## src/rtl/slsw_pkg.sv

```systemverilog
/*
  slsw_pkg: constants, register map and carrier types for the serial load switch block.
  assumes: one 250 MHz system clock; serial link sampled from pins.
*/
// Functional notes
// [RULE1] while select low, each shift clock rising edge shifts serial_in into register.
// [RULE2] controller sends exactly 8 or 16 bits per select-low frame.
// [RULE3] control bit one turns its channel on, zero turns it off.
// [RULE4] controller raises select only after the last bit is clocked.
// [RULE5] select rising edge copies six latest shifted bits to output buffer.
// [RULE6] select rising edge releases serial_out to high impedance while deselected.
// [RULE7] select rising edge resumes live fault register tracking.
// [RULE8] captured fault flags xor into leading shift bits, inverting outgoing data; code xors them into the lowest seven shift bits, sent last.
// [RULE9] fault word: open/short flags bits 0 to 5, over-temperature bit 6.
// [RULE10] while deselected, fault bits follow detectors without the shift clock.
// [RULE11] faults captured into serial path at select falling edge.
// [RULE12] faults arising during select low are not captured this frame.
// [RULE13] serial_out updates on rising shift clock edges while selected.
// [RULE14] serial lines are ignored unless select is low.
// [RULE15] overcurrent on enabled channel forces low duty pwm while fault persists.
// [RULE16] reset clears output buffer and shift register; all channels off.
// [RULE17] over-battery lockout holds all channels off.
package slsw_pkg;
  localparam int NCH = 6;
  localparam int FW = 7;
  localparam int SHW = 16;
  localparam int OVT_BIT = 6;
  localparam logic [31:0] A_CTRL = 32'h0000_0000;
  localparam logic [31:0] A_FAULT = 32'h0000_0004;
  localparam logic [31:0] A_IRQ_STAT = 32'h0000_0008;
  localparam logic [31:0] A_IRQ_MASK = 32'h0000_000c;
  localparam logic [31:0] A_PWM = 32'h0000_0010;
  localparam logic [1:0] RESP_OK = 2'h0;
  localparam logic [1:0] RESP_DEC = 2'h3;
  localparam int IRQ_W = 3;
  localparam int IRQ_LATCH = 0;
  localparam int IRQ_FAULT = 1;
  localparam int IRQ_LOCK = 2;
  localparam logic [7:0] PWM_PERIOD_RST = 8'hff;
  localparam logic [7:0] PWM_ON_RST = 8'h08;
  localparam int PWM_PRESCALE = 64;
  typedef struct packed {
    logic sel_n;
    logic sclk;
    logic serial_in;
  } slsw_link_s;
  typedef enum logic [2:0] {
    RD_IDLE = 3'b001,
    RD_WAIT = 3'b010,
    RD_RESP = 3'b100
  } slsw_rd_e;
endpackage

```

## src/rtl/slsw_serial.sv

```systemverilog
/*
  slsw_serial: serial shift path, fault capture and serial_out drive.
  assumes: link signals already synchronised to clock_i.
*/
`timescale 1ns/1ps
module slsw_serial
  import slsw_pkg::*;
(
  input wire logic clock_i,
  input wire logic rst_b_i,
  input wire slsw_link_s link_i,
  input wire logic [FW-1:0] fault_now_i,
  output logic latch_o,
  output logic [NCH-1:0] latch_data_o,
  output logic serial_out_o,
  output logic serial_out_oe_b_o,
  output logic [FW-1:0] fault_reg_o
);
  logic sel_d, sclk_d;
  logic [SHW-1:0] shreg, next_shreg;
  logic [FW-1:0] fault_reg, next_fault_reg;
  logic so, next_so, oe_b, next_oe_b;
  logic latch, next_latch;
  logic [NCH-1:0] ldata, next_ldata;
  logic sel_fall, sel_rise, sclk_rise;

  assign sel_fall = sel_d & ~link_i.sel_n;
  assign sel_rise = ~sel_d & link_i.sel_n;
  assign sclk_rise = ~sclk_d & link_i.sclk & ~link_i.sel_n;  // [RULE14]

  always_comb
  begin
    next_shreg = shreg;
    next_fault_reg = fault_reg;
    next_so = so;
    next_oe_b = oe_b;
    next_latch = 1'b0;
    next_ldata = ldata;
    if (link_i.sel_n)
      next_fault_reg = fault_now_i;  // [RULE10] [RULE7]
    if (sel_fall)
    begin
      next_shreg = shreg ^ {{(SHW-FW){1'b0}}, fault_reg};  // [RULE11] [RULE8] [RULE9]
      next_oe_b = 1'b0;
      next_so = next_shreg[SHW-1];
    end
    else if (sclk_rise)
    begin
      next_shreg = {shreg[SHW-2:0], link_i.serial_in};  // [RULE1] [RULE12]
      next_so = shreg[SHW-2];  // [RULE13]
    end
    if (sel_rise)
    begin
      next_latch = 1'b1;
      next_ldata = shreg[NCH-1:0];  // [RULE5]
      next_oe_b = 1'b1;  // [RULE6]
      next_so = 1'b0;
    end
  end

  always_ff @(posedge clock_i)
  begin
    if (!rst_b_i)
    begin
      sel_d <= 1'b1;
      sclk_d <= 1'b0;
      shreg <= '0;  // [RULE16]
      fault_reg <= '0;
      so <= 1'b0;
      oe_b <= 1'b1;
      latch <= 1'b0;
      ldata <= '0;
    end
    else
    begin
      sel_d <= link_i.sel_n;
      sclk_d <= link_i.sclk;
      shreg <= next_shreg;
      fault_reg <= next_fault_reg;
      so <= next_so;
      oe_b <= next_oe_b;
      latch <= next_latch;
      ldata <= next_ldata;
    end
  end

  assign latch_o = latch;
  assign latch_data_o = ldata;
  assign serial_out_o = so;
  assign serial_out_oe_b_o = oe_b;
  assign fault_reg_o = fault_reg;
endmodule // slsw_serial

```

## src/rtl/slsw_top.sv

```systemverilog
/*
  slsw_top: six channel load switch control with serial link, pwm fault mode,
  interrupt status and an axi4-lite register slave.
  assumes: link pins and detector inputs are asynchronous to clock_i.
*/
`timescale 1ns/1ps
module slsw_top
  import slsw_pkg::*;
(
  input wire logic clock_i,
  input wire logic rst_b_i,
  input wire logic sel_b_i,
  input wire logic sclk_i,
  input wire logic serial_in_i,
  output logic serial_out_o,
  output logic serial_out_oe_b_o,
  input wire logic [NCH-1:0] load_fault_i,
  input wire logic [NCH-1:0] overcurrent_i,
  input wire logic overtemp_i,
  input wire logic overbattery_i,
  output logic [NCH-1:0] load_switch_out_o,
  output logic irq_o,
  input wire logic [31:0] s_axi_awaddr,
  input wire logic s_axi_awvalid,
  output logic s_axi_awready,
  input wire logic [31:0] s_axi_wdata,
  input wire logic [3:0] s_axi_wstrb,
  input wire logic s_axi_wvalid,
  output logic s_axi_wready,
  output logic [1:0] s_axi_bresp,
  output logic s_axi_bvalid,
  input wire logic s_axi_bready,
  input wire logic [31:0] s_axi_araddr,
  input wire logic s_axi_arvalid,
  output logic s_axi_arready,
  output logic [31:0] s_axi_rdata,
  output logic [1:0] s_axi_rresp,
  output logic s_axi_rvalid,
  input wire logic s_axi_rready
);
  localparam int SW = 3 + NCH + NCH + 2;
  logic [SW-1:0] s1, s2;
  slsw_link_s link;
  logic [NCH-1:0] lf_s, oc_s;
  logic ot_s, ob_s;
  logic ser_latch, so_w, oe_w;
  logic [NCH-1:0] ldata;
  logic [FW-1:0] freg;

  always_ff @(posedge clock_i)
  begin
    if (!rst_b_i)
    begin
      s1 <= {1'b1, {(SW-1){1'b0}}};
      s2 <= {1'b1, {(SW-1){1'b0}}};
    end
    else
    begin
      s1 <= {sel_b_i, sclk_i, serial_in_i, load_fault_i, overcurrent_i, overtemp_i, overbattery_i};
      s2 <= s1;
    end
  end
  assign link = '{sel_n: s2[SW-1], sclk: s2[SW-2], serial_in: s2[SW-3]};
  assign lf_s = s2[2*NCH+1:NCH+2];
  assign oc_s = s2[NCH+1:2];
  assign ot_s = s2[1];
  assign ob_s = s2[0];

  slsw_serial u_ser (
    .clock_i(clock_i),
    .rst_b_i(rst_b_i),
    .link_i(link),
    .fault_now_i({ot_s, lf_s | oc_s}),
    .latch_o(ser_latch),
    .latch_data_o(ldata),
    .serial_out_o(so_w),
    .serial_out_oe_b_o(oe_w),
    .fault_reg_o(freg)
  );

  // output buffer, pwm and lockout
  logic [NCH-1:0] obuf, next_obuf;
  logic [7:0] pwm_period, pwm_on;
  logic [5:0] pre, next_pre;
  logic [7:0] pcnt, next_pcnt;
  logic pwm_hi;
  logic [NCH-1:0] sw, next_sw;
  logic [IRQ_W-1:0] istat, next_istat, imask;
  logic irq, next_irq;
  logic ob_d, next_ob_d;
  logic [FW-1:0] freg_d, next_freg_d;
  logic wr_ctrl, wr_stat, wr_mask, wr_pwm;
  logic [31:0] wdat;

  assign pwm_hi = (pcnt < pwm_on);
  always_comb
  begin
    next_obuf = obuf;
    if (ser_latch)
      next_obuf = ldata;  // [RULE5]
    else if (wr_ctrl)
      next_obuf = wdat[NCH-1:0];
    next_pre = pre + 6'h01;
    next_pcnt = pcnt;
    if (pre == 6'(PWM_PRESCALE - 1))
    begin
      next_pre = 6'h00;
      next_pcnt = (pcnt >= pwm_period) ? 8'h00 : pcnt + 8'h01;
    end
    for (int i = 0; i < NCH; i++)
      next_sw[i] = obuf[i] & ~ob_s & (~oc_s[i] | pwm_hi);  // [RULE3] [RULE15] [RULE17]
    next_ob_d = ob_s;
    next_freg_d = freg;
    next_istat = istat;
    if (wr_stat)
      next_istat = istat & ~wdat[IRQ_W-1:0];
    if (ser_latch)
      next_istat[IRQ_LATCH] = 1'b1;
    if (|(freg & ~freg_d))
      next_istat[IRQ_FAULT] = 1'b1;
    if (ob_s & ~ob_d)
      next_istat[IRQ_LOCK] = 1'b1;
    next_irq = |(next_istat & imask);
  end

  always_ff @(posedge clock_i)
  begin
    if (!rst_b_i)
    begin
      obuf <= '0;  // [RULE16]
      pre <= 6'h00;
      pcnt <= 8'h00;
      sw <= '0;
      istat <= '0;
      irq <= 1'b0;
      ob_d <= 1'b0;
      freg_d <= '0;
    end
    else
    begin
      obuf <= next_obuf;
      pre <= next_pre;
      pcnt <= next_pcnt;
      sw <= next_sw;
      istat <= next_istat;
      irq <= next_irq;
      ob_d <= next_ob_d;
      freg_d <= next_freg_d;
    end
  end

  // axi4-lite write path
  logic aw_got, w_got, next_aw_got, next_w_got;
  logic [31:0] awa, next_awa, next_wdat;
  logic bvalid, next_bvalid;
  logic [1:0] bresp, next_bresp;
  logic do_wr;
  logic awrdy, wrdy;
  logic [IRQ_W-1:0] next_imask;
  logic [7:0] next_pwm_period, next_pwm_on;

  assign do_wr = aw_got & w_got & ~bvalid;
  assign wr_ctrl = do_wr & (awa == A_CTRL);
  assign wr_stat = do_wr & (awa == A_IRQ_STAT);
  assign wr_mask = do_wr & (awa == A_IRQ_MASK);
  assign wr_pwm = do_wr & (awa == A_PWM);
  always_comb
  begin
    next_aw_got = aw_got;
    next_w_got = w_got;
    next_awa = awa;
    next_wdat = wdat;
    next_bvalid = bvalid;
    next_bresp = bresp;
    next_imask = imask;
    next_pwm_period = pwm_period;
    next_pwm_on = pwm_on;
    if (s_axi_awvalid & ~aw_got)
    begin
      next_aw_got = 1'b1;
      next_awa = s_axi_awaddr;
    end
    if (s_axi_wvalid & ~w_got)
    begin
      next_w_got = 1'b1;
      next_wdat = s_axi_wdata;
    end
    if (do_wr)
    begin
      next_aw_got = 1'b0;
      next_w_got = 1'b0;
      next_bvalid = 1'b1;
      next_bresp = (wr_ctrl | wr_stat | wr_mask | wr_pwm | awa == A_FAULT) ? RESP_OK : RESP_DEC;
      if (wr_mask)
        next_imask = wdat[IRQ_W-1:0];
      if (wr_pwm)
      begin
        next_pwm_period = wdat[7:0];
        next_pwm_on = wdat[15:8];
      end
    end
    if (bvalid & s_axi_bready)
      next_bvalid = 1'b0;
  end

  always_ff @(posedge clock_i)
  begin
    if (!rst_b_i)
    begin
      aw_got <= 1'b0;
      w_got <= 1'b0;
      awrdy <= 1'b1;
      wrdy <= 1'b1;
      awa <= '0;
      wdat <= '0;
      bvalid <= 1'b0;
      bresp <= RESP_OK;
      imask <= '0;
      pwm_period <= PWM_PERIOD_RST;
      pwm_on <= PWM_ON_RST;
    end
    else
    begin
      aw_got <= next_aw_got;
      w_got <= next_w_got;
      awrdy <= ~next_aw_got;
      wrdy <= ~next_w_got;
      awa <= next_awa;
      wdat <= next_wdat;
      bvalid <= next_bvalid;
      bresp <= next_bresp;
      imask <= next_imask;
      pwm_period <= next_pwm_period;
      pwm_on <= next_pwm_on;
    end
  end

  // axi4-lite read path
  slsw_rd_e rst_q, next_rst_q;
  logic [31:0] rdata, next_rdata;
  logic [1:0] rresp, next_rresp;
  logic ardy, rvld;
  always_comb
  begin
    next_rst_q = rst_q;
    next_rdata = rdata;
    next_rresp = rresp;
    unique case (rst_q)
      RD_IDLE:
        if (s_axi_arvalid)
        begin
          next_rst_q = RD_RESP;
          next_rresp = RESP_OK;
          case (s_axi_araddr)
            A_CTRL: next_rdata = {26'h0, obuf};
            A_FAULT: next_rdata = {25'h0, freg};
            A_IRQ_STAT: next_rdata = {29'h0, istat};
            A_IRQ_MASK: next_rdata = {29'h0, imask};
            A_PWM: next_rdata = {16'h0, pwm_on, pwm_period};
            default:
            begin
              next_rdata = 32'h0;
              next_rresp = RESP_DEC;
            end
          endcase
        end
      RD_WAIT:
        next_rst_q = RD_RESP;
      RD_RESP:
        if (s_axi_rready)
          next_rst_q = RD_IDLE;
      default:
        next_rst_q = RD_IDLE;
    endcase
  end

  always_ff @(posedge clock_i)
  begin
    if (!rst_b_i)
    begin
      rst_q <= RD_IDLE;
      ardy <= 1'b1;
      rvld <= 1'b0;
      rdata <= '0;
      rresp <= RESP_OK;
    end
    else
    begin
      rst_q <= next_rst_q;
      ardy <= (next_rst_q == RD_IDLE);
      rvld <= (next_rst_q == RD_RESP);
      rdata <= next_rdata;
      rresp <= next_rresp;
    end
  end

  assign s_axi_awready = awrdy;
  assign s_axi_wready = wrdy;
  assign s_axi_bvalid = bvalid;
  assign s_axi_bresp = bresp;
  assign s_axi_arready = ardy;
  assign s_axi_rvalid = rvld;
  assign s_axi_rdata = rdata;
  assign s_axi_rresp = rresp;
  assign serial_out_o = so_w;
  assign serial_out_oe_b_o = oe_w;
  assign load_switch_out_o = sw;
  assign irq_o = irq;
endmodule // slsw_top

```

## config.mk

```make
export PLATFORM = sky130hd
export DESIGN_NAME = slsw_top
export DESIGN_NICKNAME = d
export VERILOG_FILES = /design/src/rtl/slsw_pkg.sv /design/src/rtl/slsw_serial.sv /design/src/rtl/slsw_top.sv
export SDC_FILE = /design/constraint.sdc
export NUM_CORES = 1
export LEC_CHECK = 0
export ABC_AREA = 1
export BUFFER_PORTS_ARGS = -buffer_cell sky130_fd_sc_hd__buf_2
export CORE_AREA = 2 2 135 137
export DETAILED_ROUTE_END_ITERATION = 10
export DIE_AREA = 0 0 137 139
export GPL_ROUTABILITY_DRIVEN = 0
export PLACE_DENSITY_LB_ADDON = 0.15
export SLEW_MARGIN = 0
export SYNTH_ARGS = -nofsm -noshare
export SYNTH_HDL_FRONTEND = slang
export SYNTH_HIERARCHICAL = 1
export SYNTH_SLANG_ARGS = --single-unit
```

## constraint.sdc

```tcl
create_clock -name clock_i -period 1.7 [get_ports clock_i]
set_clock_uncertainty 0.2 [all_clocks]
set_input_delay 0.17 -clock clock_i [delete_from_list [all_inputs] [get_ports clock_i]]
set_output_delay 0.17 -clock clock_i [all_outputs]
set_load 0.01 [all_outputs]
```

==> impl_metrics.toml, run 1 <==
[timing]
finalCritPeriodShare_pct = 99.1
slew_violations = 0
timing.fmax_mhz = 594
grt_setup_unrepaired = "yes"
setup_viol = 0
hold_viol = 0
final.setup.tns_ps = 0
fin_crit_ps = 1680

[placed_design]
post-place-cells = 1501
portBuffers = 137
place_hpwl_um = 13900

[grt]
grtUsageTotal_pct = 22.0
grt_pass1_vias = 7316
grt_max_degree = 98
grt-ovfl-total = 0
grt_first_pass_wirelength_um = 34600
antenna_found_initial = 0

[final_layout]
areaGrowthSynthToFinish_pct = 39.8
mostFrequentLayoutCells = "193 x nand2_1, 191 x dfxtp_1, 136 x buf_2"
fin_util_pct = 66.6
antennaDiodeCount = 0
fin_nets = 1530
drive_gt1_share_pct = 28.0
final_cells = 1631
mostFrequentLayoutCell = "nand2_1"

[clock_network]
ctsLongestPathBuffers = 3
cts_sinks = 201
clock_latency_ps = 500
h-tree-depth = 1
cts-buffers-inserted = 21
cts.reportedPaths.clkPinSlew_ps = 60
cts_tree = "done"
cts-root-buf = "clkbuf_16"

[setup_path]
crit_slowest_cell = "dfxtp_2"
worstPathCellList = "ha_4, nand2_2, inv_2, nand3_4, nor2_4, nand2_2, nor2_4, a21o_1, nand3_2, nor2_2"
cp_num_buf_inv = 1
crit_type = "flip-flop to flip-flop"
crit_fanout = 6
start_kind = "flip-flop"
cp_top_family = "simple AND/OR/NAND/NOR gates"
cp_slowest_stage_delay_ps = 350
crit_path_end_kind = "flip-flop"
worstPathRequired_ps = 1930
critPathArrivalTime_ps = 1910

[routing]
antenna_left = 0
drt_first_pass_iters = 6
num_vias = 7863
vias_per_cell = 4.82
drt_iter0_drc = 432
drc = 0
wl_per_cell_um = 13.5
wl_um = 22000

[yosys]
synth_ff_type = "dfxtp_1"
synth_edf_count = 0
ys_seq_area_share_pct = 47.8
synthCells = 1107
synth_seq_cells = 201
syn_area_sq_mm = 0.00841
postSynthAreaPerCell_sq_um = 7.60
ys_async_sr_fraction_pct = 0
yosysWarnings = 6
ys_types = 44

[floorplanning]
dieArea_sq_mm = 0.0190
fp-row-count = 49
core_sq_mm = 0.0177
ios = 174
start_util_pct = 47.6
chipHeight_um = 139
die_x_um = 137

[worst_hold_path]
hold_path.class = "primary input to flip-flop"

[pwr]
p_leak_nw = 5.64
ir_worst_vdd_mv = 0.790
total_power_mw = 10.8
p_per_area_mw_per_mm2 = 919

[flow_run]
maxCapViolations = 0

[run_status]
status = "complete, no violations"
## worst register-to-register path: cells and delay by family (launching register included)
| kind | cells | cell delay (ps) |
|---|---|---|
| and+or+nand+nor | 7 | 700 |
| DFF | 1 | 350 |
| adders and majority gates | 1 | 140 |
| AOI/OAI and AO/OA | 1 | 130 |
| buffers and inverters | 1 | 90 |
## logic make-up (layout without fill, tap and decap cells)
group,count (synthesis),in the layout,share of synthesized area (%)
compound gates,217,217,14.3
fa+ha+maj,17,17,2.53
buf+inv,210,489,10.7
flops,201,201,47.8
other cells,1,17,0.0446
simple gates,461,461,24.5
## layout make-up
| cell class | instances | area (sq um) |
|---|---|---|
| fill | 1471 | 5900 |
| sequential | 201 | 4040 |
| multi-input combinational | 712 | 3920 |
| timing repair buffer | 294 | 2200 |
| clock buffer | 29 | 606 |
| inverter | 157 | 603 |
| tap | 229 | 287 |
| clock inverter | 7 | 88.8 |
| timing repair inverter | 2 | 12.5 |
## power breakdown
group	total (mW)	switching [mW]	internal (mW)
registers	5.02	0.100	4.92
clock network	4.63	1.84	2.79
logic	1.15	0.626	0.529
## metal layers
metal / track usage (%) / vias to the layer above / wire length [um] / share of wire (%)
met5: 0 / - / 0 / 0
met4: 5.97 / 0 / 448 / 2.0
met3: 3.58 / 37 / 1260 / 5.7
met2: 35.9 / 241 / 10200 / 46
met1: 30.2 / 3542 / 10200 / 46
li1: - / 4043 / - / -
## timing repair
item,CTS,global route
resized for setup,14,106
setup endpoints to repair,24,72
pin swaps,9,36
cloned,0,3
hold buffers,85,0
endpoints found under the hold margin,123,0
setup buffers,0,6
## final timing paths
| check | from | end | slack (ps) | cells past startpoint |
|---|---|---|---|---|
| setup / recovery | pre[0] | pcnt[7] | 20 | 10 |
| hold / removal | s_axi_araddr[4] | s_axi_rdata[5] | 30 | 7 |
| setup reg to reg | pre[0] | pcnt[7] | 20 | 10 |
| hold reg to reg | s1[1] | s2[1] | 210 | 2 |
## stage by stage
step                worst slack, ps  hold slack [ps]  instance area, sq um
floorplan                       110             67.6                  8470
global placement              -11.1              155                  9680
detailed placement            -68.2              155                  9680
CTS                          -0.772             47.4                 11300
global route                  -84.3             64.8                 11800
finish                         15.2             31.0                 11800
## synth_stat cells, types with 2 or more instances
library cell	count	share of area (%)
o211ai_2	7	1.0
buf_4	18	1.6
a21oi_2	5	0.52
nand3b_1	2	0.18
nand3_4	3	0.62
nor2_4	5	0.67
o22ai_1	3	0.22
nor2_2	11	0.82
or2_2	9	0.67
nand2_2	7	0.52
buf_6	5	0.67
buf_2	7	0.42
o2111ai_1	2	0.21
nor2_1	143	6.4
nand2_1	206	9.2
dfxtp_1	201	48
nor2_8	2	0.48
ha_1	17	2.5
inv_2	13	0.58
o21ai_0	102	6.1
o211ai_1	3	0.27
a21oi_1	80	4.8
clkbuf_1	18	0.80
buf_1	5	0.22
o21ai_1	5	0.30
nand3_1	54	3.2
inv_1	144	6.4
a21o_1	2	0.18
nand4_1	5	0.37
nor3_1	7	0.42
nand3_2	3	0.36
## state kept, by name (all words and copies together), names as in the netlist, 7 cells and up
name / cells
awa: 32
freg_d: 7
pcnt: 8
pwm_on: 8
pwm_period: 8
s1: 17
s2: 17
s_axi_rdata: 16
u_ser/fault_reg_o: 7
u_ser/shreg: 16
wdat: 16
No activity file was read; power rests on OpenSTA's default activity.
==> run 2, diff against run 1 <==
--- a/config.mk
+++ b/config.mk
@@ -7,9 +7,9 @@
 export LEC_CHECK = 0
 export ABC_AREA = 1
 export BUFFER_PORTS_ARGS = -buffer_cell sky130_fd_sc_hd__buf_2
-export CORE_AREA = 2 2 135 137
+export CORE_AREA = 2 2 142 130
 export DETAILED_ROUTE_END_ITERATION = 10
-export DIE_AREA = 0 0 137 139
+export DIE_AREA = 0 0 144 132
 export GPL_ROUTABILITY_DRIVEN = 0
 export PLACE_DENSITY_LB_ADDON = 0.15
 export SLEW_MARGIN = 0
==> impl_metrics.toml, run 2 (synthesized netlist as in run 1, its figures left out) <==
[clock_network]
cts.reportedPaths.clkPinSlew_ps = 60
cts-buffers-inserted = 21
h-tree-depth = 1
cts_tree = "done"
cts-root-buf = "clkbuf_16"
ctsLongestPathBuffers = 3
clock_latency_ps = 500
cts_sinks = 201

[final_layout]
design_area_sq_mm = 0.0118
fin_nets = 1536
drive_gt1_share_pct = 29.2
largest_reg_flops = 32
areaGrowthSynthToFinish_pct = 40.6
top_regs = "awa: 32 flops, s1: 17 flops, s2: 17 flops"
top_register = "awa"
final_cells = 1650
mostFrequentLayoutCell = "nand2_1"
mostFrequentLayoutCells = "196 x nand2_1, 179 x dfxtp_1, 136 x buf_2"

[timing]
hold_viol = 1
setup_viol = 0
hold-worst-slack_ps = -0.0863
fin_ws_ps = 24.7
grt_setup_unrepaired = "yes"
finalCritPeriodShare_pct = 98.5
slew_violations = 0
timing.fmax_mhz = 597
fin_crit_ps = 1680

[worst_hold_path]
hold_path.class = "primary input to flip-flop"

[grt]
grt.met3_usage_pct = 3.92
grt_max_degree = 70
grt-ovfl-total = 0
antenna_found_initial = 0
grt_use_met1_pct = 30.8
grt-busiest-layer = "met2"
grt_util_met2_pct = 34.7
grtUsageTotal_pct = 21.7
grt_first_pass_wirelength_um = 34000
grt_pass1_vias = 7259

[routing]
drt_first_pass_iters = 5
drt_iter0_drc = 409
wl_per_cell_um = 13.1
num_vias = 7845
drc = 0
antenna_left = 0
wl_um = 21700
vias_per_cell = 4.75

[floorplanning]
chipHeight_um = 132
core_sq_mm = 0.0174
die_x_um = 144
fp-row-count = 46
start_util_pct = 48.2
ios = 174
dieArea_sq_mm = 0.0190

[setup_path]
cp-startpoint = "awa[4]"
worstPathCellList = "inv_2, nand2_2, nor2_4, inv_2, nor2_4, nand3_4, nor2_8, buf_6, a21oi_2"
r2r_end = "imask[2]"
start_kind = "flip-flop"
cp_num_buf_inv = 3
crit_path_end_kind = "flip-flop"
cp_slowest_stage_delay_ps = 310
path_depth = 9
crit_slowest_cell = "dfxtp_1"
rrSetupSlack_ps = 20
crit_fanout = 7
reg2reg_from = "awa[4]"
crit_type = "flip-flop to flip-flop"
worstSetupEndpoint = "imask[2]"
reg2reg_depth = 9
worstPathRequired_ps = 1880
critPathArrivalTime_ps = 1860
cp_top_family = "simple AND/OR/NAND/NOR gates"

[pwr]
p_leak_nw = 5.64
total_power_mw = 10.5
p_per_area_mw_per_mm2 = 891
ir_worst_vdd_mv = 0.646

[placed_design]
post-place-cells = 1510
place_hpwl_um = 13900
postPlaceCellArea_sq_mm = 0.00972
portBuffers = 137
pre_cts_ws_ps = -76.5

[run_status]
violations = "negative hold slack"
status = "complete, but fails checks"

[flow_run]
maxCapViolations = 0
-- run 2: cell count changes in the layout (fill, tap and decap cells not counted), moves of 8 or more --
cell     previous run  this run
dfxtp_1           191       179
dfxtp_2             9        20
inv_1             135       124
inv_2              19        30
nand3_1            44        52
nand3_2            12         4
-- run 2: power breakdown --
group	switching, mW	internal [mW]
logic	0.608	0.533
clock network	1.82	2.55
registers	0.110	4.92
-- run 2: worst reg2reg max path: stages, from the launching register on --
cell and delay (ps):
dfxtp_1 310, inv_2 80, nand2_2 70, nor2_4 150
inv_2 80, nor2_4 190, nand3_4 120, nor2_8 190
buf_6 120, a21oi_2 40
-- run 2: worst min-delay path by stage --
stage / from / endpoint / slack, ps / depth (start not counted)
floorplan: overbattery_i / s1[0] / 70 / 2
global placement: overcurrent_i[5] / s1[7] / 150 / 3
detailed placement: overcurrent_i[5] / s1[7] / 150 / 3
CTS: s_axi_araddr[21] / s_axi_rresp[0] / 5 / 7
global route: s_axi_araddr[4] / s_axi_rdata[3] / 50 / 7
finish: s_axi_araddr[4] / s_axi_rresp[0] / -0.09 / 6
-- run 2: layer usage --
layer / vias to the layer above / wire [um]
met1: 3537 / 10200
met4: 0 / 393
met2: 211 / 9850
met5: - / 0
li1: 4066 / -
met3: 31 / 1200
-- run 2: repair_timing --
| item | CTS | global route |
|---|---|---|
| endpoints found under the setup margin | 17 | 55 |
| pin swaps | 2 | 52 |
| resized for setup | 11 | 132 |
| buffers inserted | 0 | 11 |
| hold endpoints to repair | 110 | 0 |
| gates cloned | 0 | 1 |
| hold buffers | 91 | 0 |
-- run 2: final cells by class --
cell class	count	area (sq um)
multi-input cells	712	3900
clock buffers	34	634
inverters	157	602
fillers	1456	5620
flip-flops and latches	201	4060
well taps	240	300
repair buffers	302	2310
clock inverters	3	18.8
diodes	1	2.50
-- run 2: metrics by stage --
| stage | setup TNS, ps | utilization [%] |
|---|---|---|
| after global placement | -342 | 55.7 |
| final | 0 | 67.8 |
| after CTS | 0 | 64.9 |
| after detailed placement | -546 | 55.7 |
| after floorplan | 0 | - |
| after global routing | -846 | 67.8 |
==> run 3, diff against run 2 <==
==> constraint.sdc (replaced) <==
create_clock -name clock_i -period 1.4 [get_ports clock_i]
set_clock_uncertainty 0.2 [all_clocks]
set_input_delay 0.14 -clock clock_i [delete_from_list [all_inputs] [get_ports clock_i]]
set_output_delay 0.14 -clock clock_i [all_outputs]
set_load 0.01 [all_outputs]
==> impl_metrics.toml, run 3 (synthesized netlist as in run 1, its figures left out) <==
[run_status]
status = "complete, but fails checks"
violations = "negative hold slack, negative setup slack"

[final_layout]
final_cells = 1741
mostFrequentLayoutCells = "184 x nand2_1, 174 x dfxtp_1, 135 x buf_2"
largest_reg_flops = 32
top_regs = "awa: 32 flops, s1: 17 flops, s2: 17 flops"
fin_nets = 1627
areaGrowthSynthToFinish_pct = 52.3
drive_gt1_share_pct = 35.6
top_register = "awa"
mostFrequentLayoutCell = "nand2_1"
antennaDiodeCount = 0

[clock_network]
h-tree-depth = 1
cts_sinks = 201
cts_hold_buf = 95
cts_tree = "done"
cts-root-buf = "clkbuf_16"
clock_latency_ps = 510
cts-buffers-inserted = 22
ctsLongestPathBuffers = 3
cts.reportedPaths.clkPinSlew_ps = 60

[grt]
grt-ovfl-total = 0
grt.met3_usage_pct = 3.85
antenna_found_initial = 0
grt_first_pass_wirelength_um = 37600
grt-busiest-layer = "met2"
grtUsageTotal_pct = 24.2
grt_max_degree = 47
grt_pass1_vias = 7897
grt_use_met1_pct = 32.7
grt_util_met2_pct = 40.7

[timing]
hold-worst-slack_ps = -102
hold_viol = 61
fin_ws_ps = -299
timing.fmax_mhz = 589
fin_crit_ps = 1700
grt_setup_unrepaired = "yes"
relSlewSlack_pct = 66.1
slew_violations = 0
finalCritPeriodShare_pct = 121
final.setup.tns_ps = -10480
setup_viol = 50
worst_slew_pin_slew_ps = 508

[floorplanning]
core_sq_mm = 0.0174
fp-row-count = 46
chipHeight_um = 132
start_util_pct = 48.2
dieArea_sq_mm = 0.0190
die_x_um = 144
ios = 174

[pwr]
p_leak_nw = 6.13
p_sw_share_pct = 24.0
comb_power_share_pct = 12.7
netSwitchingPower_mw = 3.24
p_per_area_mw_per_mm2 = 1050
clkPwrFrac_pct = 42.0
intPower_mw = 10.2
sequentialPowerShare_pct = 45.3
ir_worst_vdd_mv = 0.745

[routing]
antenna_left = 0
vias_per_cell = 4.82
drt_iter0_drc = 482
wl_um = 24400
wl_per_cell_um = 14.0
num_vias = 8387
drc = 0
drt_first_pass_iters = 9

[placed_design]
portBuffers = 137
place_hpwl_um = 14900
pre_cts_ws_ps = -326
post-place-cells = 1573

[setup_path]
crit_fanout = 7
cp_slowest_stage_delay_ps = 340
worstPathCellList = "inv_2, ha_4, nand2_4, nor2_4, nand4_1, o2111ai_4, nand2_2, inv_4, nor2_1"
start_kind = "flip-flop"
crit_path_end_kind = "flip-flop"
crit_slowest_cell = "dfxtp_2"
critPathArrivalTime_ps = 1880
worstPathRequired_ps = 1580
crit_type = "flip-flop to flip-flop"

[flow_run]
maxCapViolations = 0

[worst_hold_path]
hold_path.class = "primary input to flip-flop"
-- run 3: cell count changes in the layout (fill, tap and decap cells not counted), sizes merged --
cell / before / now
inv: 157 / 156
nand3: 60 / 61
clkbuf: 35 / 40
diode: 1 / 0
buf: 211 / 293
dlygate4sd3: 89 / 94
-- run 3: layer usage --
layer	vias to the layer above	part of all wire, %
met1	3824	45
li1	4250	-
met3	54	5.9
met5	-	0
met2	259	46
met4	0	2.4
-- run 3: final cells by class --
class | count | area, sq um
tap | 240 | 300
sequential | 201 | 4060
multi-input combinational | 713 | 4070
clock inverter | 2 | 10.0
timing repair buffer | 391 | 3050
inverter | 157 | 604
fill | 1296 | 4630
clock buffer | 37 | 708
-- run 3: power groups by stage --
stage | combinational (mW) | sequential, mW | clock [mW]
floorplan | 0.693 | 6.22 | 0
global placement | 1.25 | 6.22 | 0
detailed placement | 1.27 | 6.22 | 0
CTS | 1.54 | 6.10 | 5.76
global route | 1.87 | 6.13 | 5.97
finish | 1.71 | 6.11 | 5.67
-- run 3: stage by stage --
step | power, mW | util (%) | cell area, sq um
after global routing | 14.0 | 73.4 | 12800
after global placement | 7.47 | 59.0 | 10300
after detailed placement | 7.49 | 59.0 | 10300
after floorplan | 6.91 | - | 8580
after CTS | 13.4 | 70.7 | 12300
final | 13.5 | 73.4 | 12800
-- run 3: worst paths after layout --
path / from / to / slack (ps) / depth (start not counted)
max reg2reg: pwm_period[5] / pcnt[1] / -300 / 9
min reg2reg: s1[3] / s2[3] / 210 / 2
min: rst_b_i / pwm_period[7] / -100 / 3
max: pwm_period[5] / pcnt[1] / -300 / 9
-- run 3: timing repair --
action | CTS | global route
endpoints found under the setup margin | 67 | 97
hold endpoints to repair | 137 | 48
pin swaps | 38 | 42
cloned | 1 | 3
gates resized for setup | 78 | 104
buffers inserted | 13 | 19
-- run 3: worst max-delay path, delay by kind of cell (launching register included) --
family                   cells  cell delay (ps)
AND/OR/NAND/NOR              5              460
buffers and inverters        2              180
flip-flops                   1              340
AO/OA/AOI/OAI                1              120
adder cells (fa/ha/maj)      1              280
